===== config.mk =====
export PLATFORM = sky130hd
export DESIGN_NAME = tmr_core
export DESIGN_NICKNAME = d
export VERILOG_FILES = /design/src/tmr_pkg.sv /design/src/tmr_edge.sv /design/src/tmr_core.sv
export SDC_FILE = /design/constraint.sdc
export NUM_CORES = 1
export LEC_CHECK = 0
export BUFFER_PORTS_ARGS = -buffer_cell sky130_fd_sc_hd__clkbuf_2
export CORE_MARGIN = 1.5
export CORE_UTILIZATION = 55
export DETAILED_ROUTE_END_ITERATION = 8
export PLACE_DENSITY = 0.79
export SLEW_MARGIN = 20
export SYNTH_ARGS = -nofsm -noshare
export SYNTH_HDL_FRONTEND = slang
export SYNTH_SLANG_ARGS = --single-unit
export TNS_END_PERCENT = 30

===== constraint.sdc =====
create_clock -name CLK_I -period 6.8 [get_ports CLK_I]
set_input_delay 1.02 -clock CLK_I [delete_from_list [all_inputs] [get_ports CLK_I]]
set_output_delay 1.02 -clock CLK_I [all_outputs]
set_load 0.005 [all_outputs]

===== src/tmr_pkg.sv =====
package tmr_pkg;
    // register offsets on the byte bus
    localparam logic [3:0] ADDR_CNT_L  = 4'h0;
    localparam logic [3:0] ADDR_CNT_H  = 4'h1;
    localparam logic [3:0] ADDR_CMPA_L = 4'h2;
    localparam logic [3:0] ADDR_CMPA_H = 4'h3;
    localparam logic [3:0] ADDR_CMPB_L = 4'h4;
    localparam logic [3:0] ADDR_CMPB_H = 4'h5;
    localparam logic [3:0] ADDR_CAP_L  = 4'h6;
    localparam logic [3:0] ADDR_CAP_H  = 4'h7;
    localparam logic [3:0] ADDR_CTRL_A = 4'h8;
    localparam logic [3:0] ADDR_CTRL_B = 4'h9;
    localparam logic [3:0] ADDR_FLAG   = 4'hA;
    localparam logic [3:0] ADDR_MASK   = 4'hB;
    localparam logic [3:0] ADDR_POWER  = 4'hC;
    // control field positions
    localparam int CS_LSB    = 0;
    localparam int WGMH_LSB  = 3;
    localparam int CAP_EDGE  = 6;
    localparam int CAP_NC    = 7;
    localparam int WGML_LSB  = 0;
    localparam int CAP_SRC   = 2;
    localparam int FLG_OVF   = 0;
    localparam int FLG_CMPA  = 1;
    localparam int FLG_CMPB  = 2;
    localparam int FLG_CAP   = 3;
    localparam int PWR_TMR   = 0;
    // clock select codes
    localparam logic [2:0] CS_STOP  = 3'h0;
    localparam logic [2:0] CS_DIV1  = 3'h1;
    localparam logic [2:0] CS_DIV8  = 3'h2;
    localparam logic [2:0] CS_DIV64 = 3'h3;
    localparam logic [2:0] CS_DIV256 = 3'h4;
    localparam logic [2:0] CS_DIV1K = 3'h5;
    localparam logic [2:0] CS_EXTF  = 3'h6;
    localparam logic [2:0] CS_EXTR  = 3'h7;
    // waveform modes
    localparam logic [3:0] WGM_NORMAL  = 4'h0;
    localparam logic [3:0] WGM_CTC_A   = 4'h4;
    localparam logic [3:0] WGM_FAST_CAP = 4'hE;
    localparam logic [3:0] WGM_FAST_A  = 4'hF;
    localparam logic [15:0] CNT_MAX    = 16'hFFFF;
    localparam logic [15:0] CNT_BOTTOM = 16'h0000;
    localparam logic [7:0]  RST_POWER  = 8'h00;
    localparam int NC_SAMPLES = 4;
endpackage : tmr_pkg


===== src/tmr_edge.sv =====
`timescale 1ns/1ps
module tmr_edge (
    // clock and reset
    input  wire logic CLK_I,
    input  wire logic RST_B_I,
    // sampled level and edge choice
    input  wire logic sig_i,
    input  wire logic rise_i,
    // one-cycle edge pulse
    output logic      edge_o
);
    logic prev_q;

    always_ff @(posedge CLK_I or negedge RST_B_I) begin
        if (!RST_B_I) begin
            prev_q <= 1'b0;
        end else begin
            prev_q <= sig_i;
        end
    end

    assign edge_o = rise_i ? (sig_i & ~prev_q) : (~sig_i & prev_q);
endmodule : tmr_edge


===== src/tmr_core.sv =====
// What this block does
// - power-off bit set disables the timer
// - bottom is counter value zero
// - top is max, compare A, or capture
// - no clock selected means no counting
// - tick from prescaler or external pin
// - compare matches set compare flags
// - matches drive waveform outputs
// - flags visible, mask gates each request
// - capture copies counter on chosen edge
// - optional noise filter on capture path
// - compare A top is double buffered in fast pwm, not in ctc
// - capture as top frees compare A
// - 16-bit registers via two byte accesses
// - one shared high-byte latch
// - low-byte write loads full register
// - low-byte read copies high into latch
// - compare reads bypass the latch
// - control registers plain 8-bit
// - select 0 stops, 1 direct, 2-5 prescaled
// - select 7 rising, 6 falling external edge
// - CPU counter write beats count
//
// The plain strobed port and the register offsets were chosen for this implementation.
`timescale 1ns/1ps
module tmr_core (
    // clock and reset
    input  wire logic       CLK_I,
    input  wire logic       RST_B_I,
    // register port
    input  wire logic [3:0] ADDR_I,
    input  wire logic [7:0] WDATA_I,
    input  wire logic       WR_I,
    input  wire logic       RD_I,
    output logic      [7:0] RDATA_O,
    // pins
    input  wire logic       EXT_COUNT_PIN_I,
    input  wire logic       CAPTURE_PIN_I,
    input  wire logic       COMPARATOR_I,
    output logic            COMPARE_OUTPUT_A_O,
    output logic            COMPARE_OUTPUT_B_O,
    // masked requests
    output logic            IRQ_OVF_O,
    output logic            IRQ_CMPA_O,
    output logic            IRQ_CMPB_O,
    output logic            IRQ_CAP_O
);
    localparam int NCW = tmr_pkg::NC_SAMPLES;

    logic [15:0] timer_count_value_q;
    logic [15:0] compare_value_a_q;
    logic [15:0] compare_value_b_q;
    logic [15:0] cmpa_buf_q;
    logic [15:0] cmpb_buf_q;
    logic [15:0] capture_value_q;
    logic [7:0]  latch_q;
    logic [7:0]  timer_control_a_q;
    logic [7:0]  timer_control_b_q;
    logic [3:0]  timer_flag_register_q;
    logic [3:0]  timer_mask_register_q;
    logic [7:0]  power_reduction_register_q;
    logic [9:0]  presc_q;
    logic [7:0]  rdata_d;
    logic [15:0] top;
    logic [3:0]  waveform_mode_select;
    logic [2:0]  csel;
    logic        enabled;
    logic        timer_tick;
    logic        ext_edge;
    logic        cap_edge;
    logic        at_top;
    logic        match_a;
    logic        match_b;
    logic        pwm_mode;
    logic        wr_cnt;
    logic        cap_raw;
    logic        cap_filt_q;
    logic [NCW-1:0] cap_hist_q;
    logic        cap_sig;
    logic        cap_top;
    logic        tick_q;

    assign waveform_mode_select = {timer_control_b_q[tmr_pkg::WGMH_LSB +: 2],
                                   timer_control_a_q[tmr_pkg::WGML_LSB +: 2]};
    assign csel   = timer_control_b_q[tmr_pkg::CS_LSB +: 3];
    assign enabled = ~power_reduction_register_q[tmr_pkg::PWR_TMR];
    assign pwm_mode = (waveform_mode_select == tmr_pkg::WGM_FAST_A) ||
                      (waveform_mode_select == tmr_pkg::WGM_FAST_CAP);
    assign cap_top  = (waveform_mode_select == tmr_pkg::WGM_FAST_CAP);

    ////////////////////////////////////////////////////////////////////////
    // clock select
    always_ff @(posedge CLK_I or negedge RST_B_I) begin
        if (!RST_B_I) begin
            presc_q <= 10'h000;
        end else begin
            presc_q <= presc_q + 10'h001;
        end
    end

    tmr_edge u_ext_edge (
        .CLK_I   (CLK_I),
        .RST_B_I (RST_B_I),
        .sig_i   (EXT_COUNT_PIN_I),
        .rise_i  (csel == tmr_pkg::CS_EXTR),
        .edge_o  (ext_edge)
    );

    always_comb begin
        unique case (csel)
            tmr_pkg::CS_STOP:   timer_tick = 1'b0;
            tmr_pkg::CS_DIV1:   timer_tick = 1'b1;
            tmr_pkg::CS_DIV8:   timer_tick = (presc_q[2:0] == 3'h7);
            tmr_pkg::CS_DIV64:  timer_tick = (presc_q[5:0] == 6'h3F);
            tmr_pkg::CS_DIV256: timer_tick = (presc_q[7:0] == 8'hFF);
            tmr_pkg::CS_DIV1K:  timer_tick = (presc_q == 10'h3FF);
            tmr_pkg::CS_EXTF:   timer_tick = ext_edge;
            tmr_pkg::CS_EXTR:   timer_tick = ext_edge;
        endcase
    end

    ////////////////////////////////////////////////////////////////////////
    // counter
    // top select
    always_comb begin
        unique case (waveform_mode_select)
            tmr_pkg::WGM_CTC_A:    top = compare_value_a_q;
            tmr_pkg::WGM_FAST_A:   top = compare_value_a_q;
            tmr_pkg::WGM_FAST_CAP: top = capture_value_q;
            default:               top = tmr_pkg::CNT_MAX;
        endcase
    end

    assign at_top  = (timer_count_value_q == top);
    assign match_a = (timer_count_value_q == compare_value_a_q);
    assign match_b = (timer_count_value_q == compare_value_b_q);
    assign wr_cnt  = WR_I && (ADDR_I == tmr_pkg::ADDR_CNT_L);

    always_ff @(posedge CLK_I or negedge RST_B_I) begin
        if (!RST_B_I) begin
            timer_count_value_q <= tmr_pkg::CNT_BOTTOM;
        end else if (wr_cnt) begin
            timer_count_value_q <= {latch_q, WDATA_I};
        end else if (enabled && timer_tick) begin
            if (at_top) begin
                timer_count_value_q <= tmr_pkg::CNT_BOTTOM;
            end else begin
                timer_count_value_q <= timer_count_value_q + 16'h0001;
            end
        end
    end

    always_ff @(posedge CLK_I or negedge RST_B_I) begin
        if (!RST_B_I) begin
            tick_q <= 1'b0;
        end else begin
            tick_q <= enabled && timer_tick && !wr_cnt;
        end
    end

    ////////////////////////////////////////////////////////////////////////
    // compare registers, double buffered in pwm modes
    // buffered top
    always_ff @(posedge CLK_I or negedge RST_B_I) begin
        if (!RST_B_I) begin
            cmpa_buf_q        <= 16'h0000;
            cmpb_buf_q        <= 16'h0000;
            compare_value_a_q <= 16'h0000;
            compare_value_b_q <= 16'h0000;
        end else begin
            if (WR_I && ADDR_I == tmr_pkg::ADDR_CMPA_L) begin
                cmpa_buf_q <= {latch_q, WDATA_I};
            end
            if (WR_I && ADDR_I == tmr_pkg::ADDR_CMPB_L) begin
                cmpb_buf_q <= {latch_q, WDATA_I};
            end
            if (!pwm_mode || (enabled && timer_tick && at_top)) begin
                compare_value_a_q <= cmpa_buf_q;
                compare_value_b_q <= cmpb_buf_q;
            end
        end
    end

    ////////////////////////////////////////////////////////////////////////
    // input capture
    assign cap_raw = timer_control_a_q[tmr_pkg::CAP_SRC] ? COMPARATOR_I : CAPTURE_PIN_I;

    always_ff @(posedge CLK_I or negedge RST_B_I) begin
        if (!RST_B_I) begin
            cap_hist_q <= '0;
            cap_filt_q <= 1'b0;
        end else begin
            cap_hist_q <= {cap_hist_q[NCW-2:0], cap_raw};
            if (&cap_hist_q) begin
                cap_filt_q <= 1'b1;
            end else if (~|cap_hist_q) begin
                cap_filt_q <= 1'b0;
            end
        end
    end

    assign cap_sig = timer_control_b_q[tmr_pkg::CAP_NC] ? cap_filt_q : cap_raw;

    tmr_edge u_cap_edge (
        .CLK_I   (CLK_I),
        .RST_B_I (RST_B_I),
        .sig_i   (cap_sig),
        .rise_i  (timer_control_b_q[tmr_pkg::CAP_EDGE]),
        .edge_o  (cap_edge)
    );

    always_ff @(posedge CLK_I or negedge RST_B_I) begin
        if (!RST_B_I) begin
            capture_value_q <= 16'h0000;
        end else if (WR_I && ADDR_I == tmr_pkg::ADDR_CAP_L) begin
            capture_value_q <= {latch_q, WDATA_I};
        end else if (enabled && cap_edge && !cap_top) begin
            capture_value_q <= timer_count_value_q;
        end
    end

    ////////////////////////////////////////////////////////////////////////
    // flags and masks, set wins over clear-by-one
    // overflow, compare and capture flags
    always_ff @(posedge CLK_I or negedge RST_B_I) begin
        if (!RST_B_I) begin
            timer_flag_register_q <= 4'h0;
        end else begin
            timer_flag_register_q <=
                (timer_flag_register_q & ~((WR_I && ADDR_I == tmr_pkg::ADDR_FLAG) ? WDATA_I[3:0] : 4'h0)) |
                {cap_edge && enabled && !cap_top,
                 tick_q && match_b,
                 tick_q && match_a,
                 tick_q && timer_count_value_q == tmr_pkg::CNT_BOTTOM};
        end
    end

    always_ff @(posedge CLK_I or negedge RST_B_I) begin
        if (!RST_B_I) begin
            IRQ_OVF_O  <= 1'b0;
            IRQ_CMPA_O <= 1'b0;
            IRQ_CMPB_O <= 1'b0;
            IRQ_CAP_O  <= 1'b0;
        end else begin
            IRQ_OVF_O  <= timer_flag_register_q[tmr_pkg::FLG_OVF] & timer_mask_register_q[tmr_pkg::FLG_OVF];
            IRQ_CMPA_O <= timer_flag_register_q[tmr_pkg::FLG_CMPA] & timer_mask_register_q[tmr_pkg::FLG_CMPA];
            IRQ_CMPB_O <= timer_flag_register_q[tmr_pkg::FLG_CMPB] & timer_mask_register_q[tmr_pkg::FLG_CMPB];
            IRQ_CAP_O  <= timer_flag_register_q[tmr_pkg::FLG_CAP] & timer_mask_register_q[tmr_pkg::FLG_CAP];
        end
    end

    ////////////////////////////////////////////////////////////////////////
    // waveform outputs
    // waveform drive
    always_ff @(posedge CLK_I or negedge RST_B_I) begin
        if (!RST_B_I) begin
            COMPARE_OUTPUT_A_O <= 1'b0;
            COMPARE_OUTPUT_B_O <= 1'b0;
        end else if (pwm_mode) begin
            // no pwm on A when A is top
            COMPARE_OUTPUT_A_O <= cap_top ? (timer_count_value_q < compare_value_a_q) : 1'b0;
            COMPARE_OUTPUT_B_O <= (timer_count_value_q < compare_value_b_q);
        end else begin
            if (tick_q && match_a) begin
                COMPARE_OUTPUT_A_O <= ~COMPARE_OUTPUT_A_O;
            end
            if (tick_q && match_b) begin
                COMPARE_OUTPUT_B_O <= ~COMPARE_OUTPUT_B_O;
            end
        end
    end

    ////////////////////////////////////////////////////////////////////////
    // control registers and shared high-byte latch
    // plain control
    always_ff @(posedge CLK_I or negedge RST_B_I) begin
        if (!RST_B_I) begin
            timer_control_a_q          <= 8'h00;
            timer_control_b_q          <= 8'h00;
            timer_mask_register_q      <= 4'h0;
            power_reduction_register_q <= tmr_pkg::RST_POWER;
        end else if (WR_I) begin
            unique case (ADDR_I)
                tmr_pkg::ADDR_CTRL_A: timer_control_a_q <= WDATA_I;
                tmr_pkg::ADDR_CTRL_B: timer_control_b_q <= WDATA_I;
                tmr_pkg::ADDR_MASK:   timer_mask_register_q <= WDATA_I[3:0];
                tmr_pkg::ADDR_POWER:  power_reduction_register_q <= WDATA_I;
                default: ;
            endcase
        end
    end

    always_ff @(posedge CLK_I or negedge RST_B_I) begin
        if (!RST_B_I) begin
            latch_q <= 8'h00;
        end else if (WR_I && (ADDR_I == tmr_pkg::ADDR_CNT_H || ADDR_I == tmr_pkg::ADDR_CMPA_H ||
                              ADDR_I == tmr_pkg::ADDR_CMPB_H || ADDR_I == tmr_pkg::ADDR_CAP_H)) begin
            latch_q <= WDATA_I;
        end else if (RD_I && ADDR_I == tmr_pkg::ADDR_CNT_L) begin
            latch_q <= timer_count_value_q[15:8];
        end else if (RD_I && ADDR_I == tmr_pkg::ADDR_CAP_L) begin
            latch_q <= capture_value_q[15:8];
        end
    end

    ////////////////////////////////////////////////////////////////////////
    // read data, one cycle after the strobe
    // byte views
    always_comb begin
        unique case (ADDR_I)
            tmr_pkg::ADDR_CNT_L:  rdata_d = timer_count_value_q[7:0];
            tmr_pkg::ADDR_CNT_H:  rdata_d = latch_q;
            tmr_pkg::ADDR_CMPA_L: rdata_d = cmpa_buf_q[7:0];
            tmr_pkg::ADDR_CMPA_H: rdata_d = cmpa_buf_q[15:8];
            tmr_pkg::ADDR_CMPB_L: rdata_d = cmpb_buf_q[7:0];
            tmr_pkg::ADDR_CMPB_H: rdata_d = cmpb_buf_q[15:8];
            tmr_pkg::ADDR_CAP_L:  rdata_d = capture_value_q[7:0];
            tmr_pkg::ADDR_CAP_H:  rdata_d = latch_q;
            tmr_pkg::ADDR_CTRL_A: rdata_d = timer_control_a_q;
            tmr_pkg::ADDR_CTRL_B: rdata_d = timer_control_b_q;
            tmr_pkg::ADDR_FLAG:   rdata_d = {4'h0, timer_flag_register_q};
            tmr_pkg::ADDR_MASK:   rdata_d = {4'h0, timer_mask_register_q};
            tmr_pkg::ADDR_POWER:  rdata_d = power_reduction_register_q;
            default:              rdata_d = 8'h00;
        endcase
    end

    always_ff @(posedge CLK_I or negedge RST_B_I) begin
        if (!RST_B_I) begin
            RDATA_O <= 8'h00;
        end else if (RD_I) begin
            RDATA_O <= rdata_d;
        end else begin
            RDATA_O <= 8'h00;
        end
    end
endmodule : tmr_core


==> impl_metrics.env <==
export IMPL_status="complete, no violations"
export IMPL_grt_usage_pct=33.2
export IMPL_clock_skew_ps=10.9
export IMPL_syn_mean_instance_area_um2=9.98
export IMPL_worst_pin_slew_ps=1120
export IMPL_io_pins=33
export IMPL_viasPerCell=6.78
export IMPL_cts_root_buf="clkbuf_16"
export IMPL_start_util_pct=56.5
export IMPL_ys_warn_count=0
export IMPL_drive_above_1_share_pct=18.3
export IMPL_areaGrowthSynthToFinish_pct=9.07
export IMPL_cp_end_kind="register"
export IMPL_core_area_um2=16700
export IMPL_timing_hold_ws_ps=390
export IMPL_synth_edf_count=0
export IMPL_final_antenna_net_count=0
export IMPL_clk_pin_slew_worst_paths_ps=70
export IMPL_fmax_mhz=223
export IMPL_antennaDiodeCount=0
export IMPL_io_buffers=32
export IMPL_max_cap_violations=0
export IMPL_rsz0062_at_grt="false"
export IMPL_synth_area_leaders="dfrtp_1, mux2_2, ha_1"
export IMPL_grt_pass1_wl_mm=44.6
export IMPL_yosysTopAreaCell="dfrtp_1"
export IMPL_post_route_min_period_ps=4490
export IMPL_nNetsFinal=996
export IMPL_cts_buffers=17
export IMPL_gp_congestion=0.974
export IMPL_clock_sink_count=168
export IMPL_antenna_found_initial=0
export IMPL_required_ps=7130
export IMPL_cts_tree="built"
export IMPL_synth_top_flop_cell="dfrtp_1"
export IMPL_synth_cells=946
export IMPL_wl_mm=28.5
export IMPL_ys_types=62
export IMPL_drtPass1Iterations=8
export IMPL_post_cts_buffers=0
export IMPL_hold_path_class="reg -> reg"
export IMPL_clock_path_buffers=2
export IMPL_vias=7963
export IMPL_ctsHoldBuffers=0
export IMPL_drc=0
export IMPL_die_h_um=134
export IMPL_tns_ps=0
export IMPL_ir_worst_vdd_mv=0.243
export IMPL_p_leak_nw=4.62
export IMPL_drt_iter0_markers=975
export IMPL_dieWidth_um=134
export IMPL_cts_resized=0
export IMPL_powerDensity_nw_per_um2=345
export IMPL_fin_ws_ps=2310
export IMPL_dpl_hpwl_mm=19.8
export IMPL_wl_per_cell_um=24.3
export IMPL_startpoint_type="register"
export IMPL_final_hold_viol_count=0
export IMPL_async_flop_share_pct=100
export IMPL_overflow=0
export IMPL_synth_nets=1001
export IMPL_cts_htree_levels=4
export IMPL_setup_viol_count_final=0
export IMPL_syn_area_um2=9440
export IMPL_yosysSeqAreaShare_pct=44.5
export IMPL_arrival_ps=4810
export IMPL_dp_slack_ps=2480
export IMPL_die_area_um2=18000
export IMPL_nFillCells=1405
export IMPL_ys_ff_latch=168
export IMPL_rows=47
export IMPL_drv_slew=0
export IMPL_crit_type="reg -> reg"
export IMPL_relSlewSlack_pct=25.4
export IMPL_grt_start_max_net_pins=97
export IMPL_r2r_slack_ps=2310
export IMPL_critPathMaxFanout=32
export IMPL_post_route_period_util_pct=66.0
export IMPL_grt_pass1_vias=7451
export IMPL_clock_latency_ps=440
export IMPL_synth_top_area_share_pct=44.5
-- cell usage in the layout, fill, tap and decap left out, types with 9 or more instances in the layout --
master	count
a21o_1	14
a21oi_1	39
a221oi_1	11
a22oi_1	17
a31oi_1	11
and2_1	9
and3_1	17
clkbuf_16	17
clkbuf_2	31
dfrtp_1	168
ha_1	36
inv_1	45
mux2_2	96
mux2i_1	29
nand2_1	76
nand3_1	33
nand4_1	15
nor2_1	56
nor2b_1	15
nor3_1	12
nor4_1	14
o21ai_0	55
o22ai_1	10
-- routing by layer --
| metal | GRT usage, % | vias up | share of wire [%] |
|---|---|---|---|
| met5 | 0 | - | 0 |
| met3 | 6.95 | 86 | 9.9 |
| li1 | - | 3466 | - |
| met1 | 47.8 | 3916 | 42 |
| met2 | 48.7 | 495 | 44 |
| met4 | 14.2 | 0 | 3.9 |
-- worst max-delay path, stage by stage, from the launching register on --
cell       delay, ps
dfrtp_1          870
and3_1           590
a2111oi_0        200
nor3_1           290
o2111ai_1        220
nor4_4           460
nand3_2          310
o21bai_4         950
mux2_2           430
-- sequential cells by signal, indices dropped and copies added, names as in the netlist, 10 cells and up --
register	flops
compare_value_b_q	16
timer_count_value_q	16
cmpa_buf_q	16
compare_value_a_q	16
capture_value_q	16
cmpb_buf_q	16
presc_q	10
-- power breakdown --
part	total (mW)	switching, mW	internal, mW
sequential	1.58	0.338	1.24
combinational	0.955	0.509	0.445
clock	1.02	0.485	0.536
total	3.56	1.33	2.22
-- Yosys cell counts (all sizes together) (4+ instances only) --
library cell and instances:
nor4b 5, a22oi 17, a21o 14, inv 45, mux2i 29, mux2 96
nand4 15, dfrtp 168, nor3 13, buf 11, o21ai 57, o211ai 5
clkbuf 50, nand2 76, o311ai 4, or4 5, nand3 34, a221oi 11
and3 18, nor4bb 4, a211oi 6, o21a 4, ha 36, nor2 56
nor4 15, o22ai 10, a21oi 39, xnor2 7, nand2b 7, a22o 6
and2 9, nor3b 4, nor2b 15, a31oi 11, o31ai 5
-- cell type report --
class / instances / area, µm² / area share, %
Clock buffer: 17 / 425 / 4.13
Clock inverter: 15 / 200 / 1.94
Inverter: 45 / 169 / 1.64
Multi-Input combinational cell: 672 / 4820 / 46.8
Sequential cell: 168 / 4200 / 40.8
Tap cell: 220 / 275 / 2.67
Timing Repair Buffer: 37 / 204 / 1.98
-- cell families (layout without fill, tap and decap cells) --
kind of cell	count (synthesis)	in the layout	synth area share [%]
mux	126	126	14.8
buf+inv	106	114	4.52
simple gates	285	285	15.5
fa+ha+maj	36	36	4.77
xor+xnor	10	10	0.927
flops	168	168	44.5
compound gates	215	215	15.0
-- path summary, 6_finish.rpt --
| path | start | end | cells past startpoint |
|---|---|---|---|
| worst max-delay path | timer_control_a_q[0] | compare_value_a_q[0] | 8 |
| worst min-delay path | cap_hist_q[1] | cap_hist_q[2] | 0 |
| worst max register to register | timer_control_a_q[0] | compare_value_a_q[0] | 8 |
| worst min register to register | cap_hist_q[1] | cap_hist_q[2] | 0 |
| max in group asynchronous | RST_B_I | capture_value_q[1] | 2 |
| min in group asynchronous | RST_B_I | timer_flag_register_q[1] | 1 |
-- metrics by stage --
step	util, %	power (mW)	instance area [µm²]	cells
after global placement	57.9	2.48	9670	1142
after detailed placement	57.9	2.52	9670	1142
after floorplan	-	2.15	9440	946
final	61.7	3.56	10300	1174
after global routing	61.7	3.73	10300	1174
after CTS	61.7	3.54	10300	1174
Power figures use the tool's default switching activity.
